$ cat src/common/gpio_map.svh
`ifndef GPIO_MAP_SVH
`define GPIO_MAP_SVH

`define GPIO_PIN_COUNT    32
`define GPIO_HALF_PORT    8
`define GPIO_PERIPH_COUNT 4

// block select, address bits 11:8
`define BLK_PORT          4'h0
`define BLK_GPIO_IRQ      4'h1
`define BLK_CHAN_BASE     4'h2

// port block, byte offsets
`define PORT_DATA         8'h00
`define PORT_DATA_SET     8'h04
`define PORT_DATA_CLR     8'h08
`define PORT_DATA_TGL     8'h0C
`define PORT_DIR          8'h10
`define PORT_DIR_SET      8'h14
`define PORT_DIR_CLR      8'h18
`define PORT_INEN         8'h1C
`define PORT_FUNC_EN      8'h20
`define PORT_MUX_LO       8'h24
`define PORT_MUX_HI       8'h28
`define PORT_PIN_STATE    8'h2C

// interrupt unit block, byte offsets
`define IRQ_MASK          8'h00
`define IRQ_MASK_SET      8'h04
`define IRQ_MASK_CLR      8'h08
`define IRQ_REQ           8'h0C
`define IRQ_LATCH         8'h10
`define IRQ_EDGE_SET      8'h14
`define IRQ_EDGE_CLR      8'h18
`define IRQ_BOTH_SET      8'h1C
`define IRQ_BOTH_CLR      8'h20
`define IRQ_POL_SET       8'h24
`define IRQ_POL_CLR       8'h28
`define IRQ_PIN_STATE     8'h2C
`define IRQ_ASSIGN        8'h30
`define IRQ_SW_TRIG       8'h34

// reset values
`define RST_WORD          32'h0000_0000
`define RST_ASSIGN        8'hE4

`endif

$ cat src/common/gpio_pkg.sv
package gpio_pkg;

	typedef struct packed {
		logic [31:0] data;
		logic [31:0] oe;
		logic [31:0] ie;
	} lane_type;

	typedef enum logic [2:0] {
		WR_NONE = 3'b001,
		WR_SET  = 3'b010,
		WR_CLR  = 3'b100
	} wr_mode_type;

endpackage

$ cat src/pin_irq_unit.sv
`timescale 1ns/1ps
`include "gpio_map.svh"

module pin_irq_unit (
	input  wire logic        clk,
	input  wire logic        rst,
	input  wire logic        wr_stb,
	input  wire logic [7:0]  addr,
	input  wire logic [31:0] wr_data,
	input  wire logic [31:0] pins,
	input  wire logic [31:0] hw_allow,
	output logic      [31:0] rd_word,
	output logic      [7:0]  route,
	output logic             irq
);

	logic [31:0] mask_reg;
	logic [31:0] edge_reg;
	logic [31:0] both_reg;
	logic [31:0] pol_reg;
	logic [31:0] latch_reg;
	logic [31:0] prev_reg;
	logic [7:0]  route_reg;
	logic        irq_reg;

	function automatic logic [31:0] set_clr(input logic [31:0] cur, input logic [31:0] val,
		input gpio_pkg::wr_mode_type mode);
		case (mode)
			gpio_pkg::WR_SET: set_clr = cur | val;
			gpio_pkg::WR_CLR: set_clr = cur & ~val;
			default:          set_clr = cur;
		endcase
	endfunction

	function automatic gpio_pkg::wr_mode_type alias_mode(input logic s, input logic c);
		alias_mode = s ? gpio_pkg::WR_SET : (c ? gpio_pkg::WR_CLR : gpio_pkg::WR_NONE);
	endfunction

	wire w_mask_s  = wr_stb && addr == `IRQ_MASK_SET;
	wire w_mask_c  = wr_stb && addr == `IRQ_MASK_CLR;
	wire w_edge_s  = wr_stb && addr == `IRQ_EDGE_SET;
	wire w_edge_c  = wr_stb && addr == `IRQ_EDGE_CLR;
	wire w_both_s  = wr_stb && addr == `IRQ_BOTH_SET;
	wire w_both_c  = wr_stb && addr == `IRQ_BOTH_CLR;
	wire w_pol_s   = wr_stb && addr == `IRQ_POL_SET;
	wire w_pol_c   = wr_stb && addr == `IRQ_POL_CLR;
	wire w_ack     = wr_stb && (addr == `IRQ_REQ || addr == `IRQ_LATCH);
	wire w_assign  = wr_stb && addr == `IRQ_ASSIGN;
	wire w_trig    = wr_stb && addr == `IRQ_SW_TRIG;

	// a polarity change can itself look like an edge; mask first when retuning
	wire [31:0] active   = pins ^ pol_reg;
	wire [31:0] rise     = active & ~prev_reg;
	wire [31:0] fall     = prev_reg & ~active;
	wire [31:0] edge_ev  = (rise | (both_reg & fall)) & edge_reg & hw_allow;
	wire [31:0] level_ev = active & ~edge_reg & hw_allow;
	wire [31:0] sw_ev    = w_trig ? wr_data : `RST_WORD;
	wire [31:0] clr_bits = w_ack ? wr_data : `RST_WORD;
	// set beats clear in the same cycle
	wire [31:0] latch_next = (edge_reg & (latch_reg & ~clr_bits)) | edge_ev | level_ev | sw_ev;
	wire [31:0] mask_next  = set_clr(mask_reg, wr_data, alias_mode(w_mask_s, w_mask_c));

	always_ff @(posedge clk) begin
		if (rst) begin
			mask_reg  <= `RST_WORD;
			edge_reg  <= `RST_WORD;
			both_reg  <= `RST_WORD;
			pol_reg   <= `RST_WORD;
			latch_reg <= `RST_WORD;
			prev_reg  <= `RST_WORD;
			route_reg <= `RST_ASSIGN;
			irq_reg   <= 1'b0;
		end else begin
			mask_reg  <= mask_next;
			edge_reg  <= set_clr(edge_reg, wr_data, alias_mode(w_edge_s, w_edge_c));
			both_reg  <= set_clr(both_reg, wr_data, alias_mode(w_both_s, w_both_c));
			pol_reg   <= set_clr(pol_reg, wr_data, alias_mode(w_pol_s, w_pol_c));
			latch_reg <= latch_next;
			prev_reg  <= active;
			irq_reg   <= |(latch_next & mask_next);
			if (w_assign) begin
				route_reg <= wr_data[7:0];
			end
		end
	end

	always_comb begin
		case (addr)
			`IRQ_MASK, `IRQ_MASK_SET, `IRQ_MASK_CLR: rd_word = mask_reg;
			`IRQ_REQ:                                rd_word = latch_reg & mask_reg;
			`IRQ_LATCH:                              rd_word = latch_reg;
			`IRQ_EDGE_SET, `IRQ_EDGE_CLR:            rd_word = edge_reg;
			`IRQ_BOTH_SET, `IRQ_BOTH_CLR:            rd_word = both_reg;
			`IRQ_POL_SET, `IRQ_POL_CLR:              rd_word = pol_reg;
			`IRQ_PIN_STATE:                          rd_word = pins;
			`IRQ_ASSIGN:                             rd_word = {24'h00_0000, route_reg};
			default:                                 rd_word = `RST_WORD;
		endcase
	end

	assign route = route_reg;
	assign irq   = irq_reg;

endmodule

$ cat src/gpio_port.sv
// Functional notes
// - each pin has its own direction bit choosing input or output.
// - set, clear and toggle aliases change only pins whose written bit is one.
// - a per-pin mask decides whether a pin may interrupt the processor.
// - at the gpio interrupt unit, input pins interrupt from pin activity, output pins only by software trigger.
// - a per-pin bit picks level or edge, and in edge mode rising only or both edges.
// - every pin can request in edge or level fashion with software polarity.
// - channel detection watches the pin level whatever the pin is used for.
// - each channel handles 32 pin inputs as bit positions of its own registers.
// - pins join channels in half ports of eight, each lane routed by software.
// - each channel has an 8-bit routing register and 32-bit registers for masking, pending and clearing.
// - pin states and latches read back whether or not masked.
// - data, direction, mask, edge, both-edge and polarity registers have set and clear aliases acting on written ones.
// - each pin carries the gpio function or one of four peripheral functions.
// - with output and input enable both active, outgoing data loops back to receive.
//
// Design decisions made here: the address-and-strobe port and the placing of the registers.
`timescale 1ns/1ps
`include "gpio_map.svh"

module gpio_port #(
	parameter int CHAN_COUNT = 3
) (
	input  wire logic                     clk,
	input  wire logic                     rst,
	input  wire logic [11:0]              addr,
	input  wire logic [31:0]              wr_data,
	input  wire logic                     wr_stb,
	input  wire logic                     rd_stb,
	output logic      [31:0]              rd_data,
	input  wire logic [31:0]              pad_in,
	output logic      [31:0]              pad_out,
	output logic      [31:0]              pad_oe,
	input  gpio_pkg::lane_type [3:0]      periph_drive,
	output logic      [3:0][31:0]         periph_in,
	output logic                          gpio_irq,
	output logic      [CHAN_COUNT-1:0]    chan_irq
);

	localparam int NP = `GPIO_PIN_COUNT;
	localparam int HP = `GPIO_HALF_PORT;

	logic [31:0]          data_reg;
	logic [31:0]          dir_reg;
	logic [31:0]          inen_reg;
	logic [31:0]          func_reg;
	logic [31:0]          mux_lo_reg;
	logic [31:0]          mux_hi_reg;
	logic [31:0]          pad_meta_reg;
	logic [31:0]          pad_sync_reg;
	logic [31:0]          pad_out_reg;
	logic [31:0]          pad_oe_reg;
	logic [3:0][31:0]     periph_in_reg;
	logic [31:0]          rd_data_reg;

	function automatic logic [31:0] set_clr(input logic [31:0] cur, input logic [31:0] val,
		input gpio_pkg::wr_mode_type mode);
		case (mode)
			gpio_pkg::WR_SET: set_clr = cur | val;
			gpio_pkg::WR_CLR: set_clr = cur & ~val;
			default:          set_clr = cur;
		endcase
	endfunction

	function automatic logic [1:0] pin_sel(input logic [31:0] lo, input logic [31:0] hi, input int p);
		logic [63:0] all;
		all     = {hi, lo};
		pin_sel = all[2*p +: 2];
	endfunction

	// address decode
	wire [3:0] blk      = addr[11:8];
	wire [7:0] off      = addr[7:0];
	wire       port_wr  = wr_stb && blk == `BLK_PORT;
	wire       w_data   = port_wr && off == `PORT_DATA;
	wire       w_dset   = port_wr && off == `PORT_DATA_SET;
	wire       w_dclr   = port_wr && off == `PORT_DATA_CLR;
	wire       w_dtgl   = port_wr && off == `PORT_DATA_TGL;
	wire       w_dir    = port_wr && off == `PORT_DIR;
	wire       w_dirs   = port_wr && off == `PORT_DIR_SET;
	wire       w_dirc   = port_wr && off == `PORT_DIR_CLR;
	wire       w_inen   = port_wr && off == `PORT_INEN;
	wire       w_func   = port_wr && off == `PORT_FUNC_EN;
	wire       w_mux_lo = port_wr && off == `PORT_MUX_LO;
	wire       w_mux_hi = port_wr && off == `PORT_MUX_HI;

	wire gpio_pkg::wr_mode_type data_mode = w_dset ? gpio_pkg::WR_SET :
		(w_dclr ? gpio_pkg::WR_CLR : gpio_pkg::WR_NONE);
	wire gpio_pkg::wr_mode_type dir_mode  = w_dirs ? gpio_pkg::WR_SET :
		(w_dirc ? gpio_pkg::WR_CLR : gpio_pkg::WR_NONE);

	// whole-word write, else only the written ones change
	wire [31:0] data_next = w_data ? wr_data :
		(w_dtgl ? data_reg ^ wr_data : set_clr(data_reg, wr_data, data_mode));
	wire [31:0] dir_next  = w_dir ? wr_data : set_clr(dir_reg, wr_data, dir_mode);

	// pin multiplexer
	logic [31:0] mux_out;
	logic [31:0] mux_oe;
	logic [31:0] mux_ie;
	logic [31:0] rx;
	logic [3:0][31:0] periph_next;

	always_comb begin
		for (int p = 0; p < NP; p++) begin
			logic [1:0] s;
			s = pin_sel(mux_lo_reg, mux_hi_reg, p);
			if (func_reg[p]) begin
				mux_out[p] = periph_drive[s].data[p];
				mux_oe[p]  = periph_drive[s].oe[p];
				mux_ie[p]  = periph_drive[s].ie[p];
			end else begin
				mux_out[p] = data_reg[p];
				mux_oe[p]  = dir_reg[p];
				mux_ie[p]  = inen_reg[p];
			end
			// bypass ahead of the pad driver
			rx[p] = (mux_oe[p] && mux_ie[p]) ? mux_out[p] : pad_sync_reg[p];
			for (int k = 0; k < `GPIO_PERIPH_COUNT; k++) begin
				periph_next[k][p] = func_reg[p] && s == k[1:0] && mux_ie[p] && rx[p];
			end
		end
	end

	always_ff @(posedge clk) begin
		if (rst) begin
			data_reg      <= `RST_WORD;
			dir_reg       <= `RST_WORD;
			inen_reg      <= `RST_WORD;
			func_reg      <= `RST_WORD;
			mux_lo_reg    <= `RST_WORD;
			mux_hi_reg    <= `RST_WORD;
			pad_meta_reg  <= `RST_WORD;
			pad_sync_reg  <= `RST_WORD;
			pad_out_reg   <= `RST_WORD;
			pad_oe_reg    <= `RST_WORD;
			periph_in_reg <= '0;
		end else begin
			data_reg      <= data_next;
			dir_reg       <= dir_next;
			if (w_inen) begin
				inen_reg <= wr_data;
			end
			if (w_func) begin
				func_reg <= wr_data;
			end
			if (w_mux_lo) begin
				mux_lo_reg <= wr_data;
			end
			if (w_mux_hi) begin
				mux_hi_reg <= wr_data;
			end
			pad_meta_reg  <= pad_in;
			pad_sync_reg  <= pad_meta_reg;
			pad_out_reg   <= mux_out;
			pad_oe_reg    <= mux_oe;
			periph_in_reg <= periph_next;
		end
	end

	// gpio interrupt unit: inputs from the pin, outputs by software only
	logic [31:0] gpio_irq_word;
	logic        gpio_irq_int;

	pin_irq_unit u_gpio_irq (
		.clk      (clk),
		.rst      (rst),
		.wr_stb   (wr_stb && blk == `BLK_GPIO_IRQ),
		.addr     (off),
		.wr_data  (wr_data),
		.pins     (rx),
		.hw_allow (~dir_reg),
		.rd_word  (gpio_irq_word),
		.route    (),
		.irq      (gpio_irq_int)
	);

	// pin interrupt channels, each a 32-bit view of four routed half ports
	logic [CHAN_COUNT-1:0][31:0] chan_word;
	logic [CHAN_COUNT-1:0][7:0]  chan_route;
	logic [CHAN_COUNT-1:0][31:0] chan_pins;
	logic [CHAN_COUNT-1:0]       chan_irq_int;

	genvar c;
	generate
		for (c = 0; c < CHAN_COUNT; c++) begin : g_chan
			localparam logic [3:0] CBLK = 4'(`BLK_CHAN_BASE + c);
			for (genvar b = 0; b < NP / HP; b++) begin : g_lane
				assign chan_pins[c][b*HP +: HP] = rx[chan_route[c][2*b +: 2]*HP +: HP];
			end
			pin_irq_unit u_chan (
				.clk      (clk),
				.rst      (rst),
				.wr_stb   (wr_stb && blk == CBLK),
				.addr     (off),
				.wr_data  (wr_data),
				.pins     (chan_pins[c]),
				.hw_allow (32'hFFFF_FFFF),
				.rd_word  (chan_word[c]),
				.route    (chan_route[c]),
				.irq      (chan_irq_int[c])
			);
		end
	endgenerate

	// read mux, answered in the next cycle; unmapped reads give zero
	logic [31:0] port_word;
	logic [31:0] rd_next;

	always_comb begin
		case (off)
			`PORT_DATA, `PORT_DATA_SET, `PORT_DATA_CLR, `PORT_DATA_TGL: port_word = data_reg;
			`PORT_DIR, `PORT_DIR_SET, `PORT_DIR_CLR:                     port_word = dir_reg;
			`PORT_INEN:                                                  port_word = inen_reg;
			`PORT_FUNC_EN:                                               port_word = func_reg;
			`PORT_MUX_LO:                                                port_word = mux_lo_reg;
			`PORT_MUX_HI:                                                port_word = mux_hi_reg;
			`PORT_PIN_STATE:                                             port_word = rx;
			default:                                                     port_word = `RST_WORD;
		endcase
		rd_next = `RST_WORD;
		if (blk == `BLK_PORT) begin
			rd_next = port_word;
		end else if (blk == `BLK_GPIO_IRQ) begin
			rd_next = gpio_irq_word;
		end
		for (int k = 0; k < CHAN_COUNT; k++) begin
			if (blk == 4'(`BLK_CHAN_BASE + k)) begin
				rd_next = chan_word[k];
			end
		end
	end

	always_ff @(posedge clk) begin
		if (rst) begin
			rd_data_reg <= `RST_WORD;
		end else begin
			rd_data_reg <= rd_stb ? rd_next : `RST_WORD;
		end
	end

	assign rd_data   = rd_data_reg;
	assign pad_out   = pad_out_reg;
	assign pad_oe    = pad_oe_reg;
	assign periph_in = periph_in_reg;
	assign gpio_irq  = gpio_irq_int;
	assign chan_irq  = chan_irq_int;

endmodule

$ cat config.mk
export PLATFORM = sky130hd
export DESIGN_NAME = gpio_port
export DESIGN_NICKNAME = d
export VERILOG_FILES = /design/src/common/gpio_pkg.sv /design/src/pin_irq_unit.sv /design/src/gpio_port.sv
export VERILOG_INCLUDE_DIRS = /design/src /design/src/common
export SDC_FILE = /design/constraint.sdc
export NUM_CORES = 2
export LEC_CHECK = 0
export BUFFER_PORTS_ARGS = -buffer_cell sky130_fd_sc_hd__buf_2
export CORE_MARGIN = 2
export CORE_UTILIZATION = 35
export CTS_CLUSTER_DIAMETER = 100
export DETAILED_ROUTE_END_ITERATION = 10
export MAX_ROUTING_LAYER = met4
export PLACE_DENSITY = 0.6
export RECOVER_POWER = 100
export SETUP_SLACK_MARGIN = 0.1
export SLEW_MARGIN = 20
export SYNTH_ARGS = -nofsm -noshare
export SYNTH_HDL_FRONTEND = slang
export SYNTH_SLANG_ARGS = --single-unit
$ cat constraint.sdc
create_clock -name clk -period 9.1 [get_ports clk]
set_input_delay 0.91 -clock clk [delete_from_list [all_inputs] [get_ports clk]]
set_output_delay 0.91 -clock clk [all_outputs]
set_load 0.01 [all_outputs]
# Yosys cells after proc, flatten, opt, wreduce, memory -nomap -nowiden
# Cells that the tools add are included.
# classes
n_lt_le_gt_ge	32
n_eq_ne	149
shifts	12
mux	267
bitwise	114
reduce_logical	536
# op_table
operator	count
binary-select mux 96 bit (select 2 bit)	32
AND 32 bit	56
case mux 32 bit (2 select lines)	18
OR 32 bit	34
case mux 32 bit (8 select lines)	4
inverter 32 bit	18
two-way mux 32 bit	16
logical AND 1 bit	476
indexed part select 32 x 6 -> 8 bit	12
case mux 32 bit (7 select lines)	1
XOR 32 bit	5
== test 2 bit, second input constant	64
two-way mux 1 bit	128
OR reduction 32 bit	4
two-way mux 3 bit	36
< comparator 2 x 3 -> 1 bit, second input constant	32
two-way mux 96 bit	1
two-way mux 95 bit	1
two-way mux 94 bit	1
two-way mux 93 bit	1
two-way mux 92 bit	1
two-way mux 91 bit	1
two-way mux 90 bit	1
two-way mux 89 bit	1
other kinds (45)	166
# totals
regBits	1284
input_bits	464
out_inout_bits	228
word_cells	1157

# Depth between registers and ports, before layout
# logic_depth
ltp_word	17
ltp_mapped	15
depth_no_buf	11

# Modules after synthesis
# Synthesis repeated with hierarchy kept, for this count alone.
# unflattened
hier_cells	7517
area_unflattened_um2	64162.8
# by_module_without_submodules
mod	instances	cells_each	area_each_um2	seq_area_each_um2
pin_irq_unit (g_chan[0].u_chan ...)	3	1167	9609.2	4023.9
gpio_port	1	2836	25603.3	9609.2
pin_irq_unit (u_gpio_irq)	1	1180	9731.8	4023.9

# Least setup slack after synthesis
# No wires, ideal clock.
# synth_timing
path_type	input-to-reg
start	in addr[2]
end	reg g_chan[0].u_chan.irq_reg
setup_ns	0.138
arrival_time_ns	4.077
t_required_ns	8.962
setup_slack_ns	4.884
stages	14
n_path_buf	3
path_cell_list	buf_2 -> or4b_1 -> buf_2 -> nor4_4 -> buf_4 -> nand2_1 -> a22oi_1 -> o22ai_1 -> nor4_1 -> nand4_1 -> or4_1 -> or4_1 -> nor4b_2 -> a41oi_1
# synth_via
elab_chain_len	12
elab_cells_between_ends	25
classes_between	eq/ne: 7; mux: 5; bitwise: 7; reduce/logical: 6
# synth_rtl
item	line_no	source
start: declaration	gpio_port.sv:26	input wire logic [11:0] addr,
== test 8 x 4 -> 1 bit or == test 8 x 5 -> 1 bit (tied branches)	--	
logical OR 1 bit (no source line)	--	
logical AND 1 bit	pin_irq_unit.sv:47	wire w_ack = wr_stb && (addr == `IRQ_REQ || addr == `IRQ_LATCH);
two-way mux 32 bit (no source line)	--	
inverter 32 bit	pin_irq_unit.sv:60	wire [31:0] latch_next = (edge_reg & (latch_reg & ~clr_bits)) | edge_ev | level_ev | sw_ev;
AND 32 bit (2 in a row)	pin_irq_unit.sv:60	
OR 32 bit (3 in a row)	pin_irq_unit.sv:60	
AND 32 bit *	pin_irq_unit.sv:80	irq_reg <= |(latch_next & mask_next);
OR reduction 32 bit *	pin_irq_unit.sv:80	
end signal: assignment	pin_irq_unit.sv:80	
end: declaration	pin_irq_unit.sv:24	logic irq_reg;
# Every way passes the cells marked *; elsewhere a longest branch is shown, timed or not.
# A chain may end at the register's enable or synchronous reset.

# Final worst setup path
# layout_timing
start	in rst
end	reg rd_data_reg[29] (netlist: rd_data[29])
# layout_via
elab_chain_len	1
# layout_rtl
item	line_no	source
start: declaration	gpio_port.sv:25	input wire logic rst,
OR reduction 2 bit (no source line)	--	
end signal: assignment	gpio_port.sv:236	rd_data_reg <= `RST_WORD;
end signal: assignment	gpio_port.sv:238	rd_data_reg <= rd_stb ? rd_next : `RST_WORD;
end: declaration	gpio_port.sv:54	logic [31:0] rd_data_reg;
# Every way passes these cells.

==> run metrics <==
final hold slack=0.289 ns; Max stage delay on crit path=2.74 ns; Pleak=22.9 nW; largest net degree at the start of global routing=179; Placed Instances=9654; CP Launch Type=input pin; worst-path maximum fanout=66; Worst-path clk slew=0.06 ns; Yosys cell types=90; status=finished with violations; Die X=426 µm; Layout area overhead=15.7%; main flop type after synthesis=dfxtp_1; setup TNS=0 ns; most frequent CP cell=buf_4; Die ar.=181000 µm²; Power Density=175 nW/µm²; GPL Wtd Cong=1.01; Post-CTS Setup Bufs=0; Max Clk Rate=0.139 GHz; Final Max Slew Viols=552; Residual DRC=2; largest area contributor in the netlist=dfxtp_1; Synth Warn #=0; Cell Chain, Critical Path=clkbuf_1 -> clkinv_2 -> buf_4 -> nand2_1 -> buf_4 -> a21oi_1; CTS tree=built; layout cells sized above 1=0.151; Post-DP HPWL=213000 µm; top-count cell post-synth=dfxtp_1; CP Class=input pin to register; failing checks=design-rule violations, max-capacitance violations, max-slew violations; Setup Viol. Count Final=0; GRT overflow=0; I/O pin count=692; Via density=6.56; post-synth top area share=0.412; Syn Nets=7714; Max Cap Viol=11; ys async rst share=0; hold_buf cts=0; Clk Latency, worst-skew pair=0.83 ns; Avg WL per Cell=31.9 µm; number of flops mapped to enable cells by yosys=0; row cnt=154; nets@finish=7926; total CTS buffers=146; Post-Layout Cell Count=9953; Port Buffer Count=691; Avg Inst Size Synth=8.60 µm²; synthesized instance count=7250; Final min period=7.17 ns; post-cts resize count=0; Hold Crit Class=input pin to register; CTS Sinks=1284; synth top area cells=dfxtp_1 41%, a21oi_1 7.1%, nand2_1 5.8%; Worst VDD drop=0.184 mV; Slew @ Worst Pin=3.99 ns; Clock Tree Buf Depth=3; Fillers=17711; antenna violations before repair=40; htree depth=4; root buffer cell=clkbuf_16; Post-Route Utilization=0.408; Netlist Area Pre-Place=62300 µm²; Worst setup EP type=register; drt first pass iters=11; WP data required=9.75 ns; Starting DRT DRC Count=9796; Max Clock Skew=0.0454 ns; unrepaired setup endpoints after global routing=no; GRT Overall Usage=0.344; period utilization=0.788; starting density of the core=0.353; Final ANT Viol Nets=0; Slew HR=-1.66; FF+latch count, synth=1284; slowest CP cell=clkbuf_1; vias in the first global route=60092; arrival time worst endpoint=7.82 ns; total number of vias=65301; Die Y=426 µm; core footprint=176000 µm²; first-pass GRT wire length=444000 µm; post-synthesis sequential area ratio=0.412; commonest cells in the netlist=1284 x dfxtp_1, 971 x nand2_1, 888 x a21oi_1; Final Hold Viols=0; Post-Route WL=317000 µm
path summary, 6_finish.rpt:
kind	startpoint	end	slack, ns	cells past startpoint
worst min-delay path	pad_in[21]	pad_meta_reg[21]	0.29	2
worst min register to register	pad_meta_reg[6]	pad_sync_reg[6]	0.44	1
worst max register to register	mux_hi_reg[16]	g_chan[2].u_chan.irq	3.83	11
worst max-delay path	rst	rd_data[29]	1.93	6
metrics by stage:
| stage | worst slack [ns] | power [mW] | cell area [µm²] |
|---|---|---|---|
| final | 1.93 | 12.6 | 72100 |
| after global routing | 2.03 | 12.9 | 72100 |
| after CTS | 4.15 | 12.6 | 72400 |
| after detailed placement | 3.47 | 6.56 | 67500 |
| after global placement | 3.58 | 6.56 | 67400 |
| after floorplan | 4.88 | 6.19 | 62300 |
power by group:
part           total [mW]  switching [mW]  internal (mW)
clock                6.16            2.64           3.52
sequential           5.69          0.0241           5.67
combinational       0.788           0.566          0.222
total                12.6            3.23           9.41
final cells by class:
type	instances	area, µm²	area share
multi-input combinational	5108	33700	0.468
sequential	1284	25700	0.357
timing repair buffer	863	4530	0.0628
clock buffer	213	4240	0.0588
tap	2340	2930	0.0406
clock inverter	50	671	0.00930
inverter	59	223	0.00309
antenna	36	90.1	0.00125
kinds of logic (layout without fill, tap and decap cells):
logic type	count (synthesis)	after routing	share of synthesized area
other cells	0	36	0
flops	1284	1284	0.412
mux	338	338	0.0865
compound gates	2522	2522	0.276
xor+xnor	129	129	0.0184
buf+inv	858	1185	0.0529
simple gates	2119	2119	0.154
per-layer routing:
| layer | track usage | part of all wire | vias up |
|---|---|---|---|
| met1 | 0.411 | 0.37 | 31616 |
| li1 | - | - | 27642 |
| met5 | - | 0 | - |
| met4 | 0.241 | 0.084 | 0 |
| met3 | 0.0911 | 0.12 | 1156 |
| met2 | 0.502 | 0.43 | 4887 |
worst max-delay path: cells and delay by family:
kind | cells | cell delay, ns
buf+inv | 4 | 6.27
simple gates | 1 | 0.17
compound gates | 1 | 0.14
cell usage in the layout (no fill, tap or decap), types with 94 or more instances in the layout:
master     count
a211oi_1     209
a21oi_1      880
a22oi_1      429
a311oi_1     242
a31oi_1       95
buf_2        461
buf_4        151
clkbuf_1     278
clkbuf_16    149
dfxtp_1     1284
mux2i_1      146
mux4_2       156
nand2_1      969
nand3_1      111
nor2_1       475
o21ai_0       94
xnor2_1      101
Power figures use the tool's default switching activity.
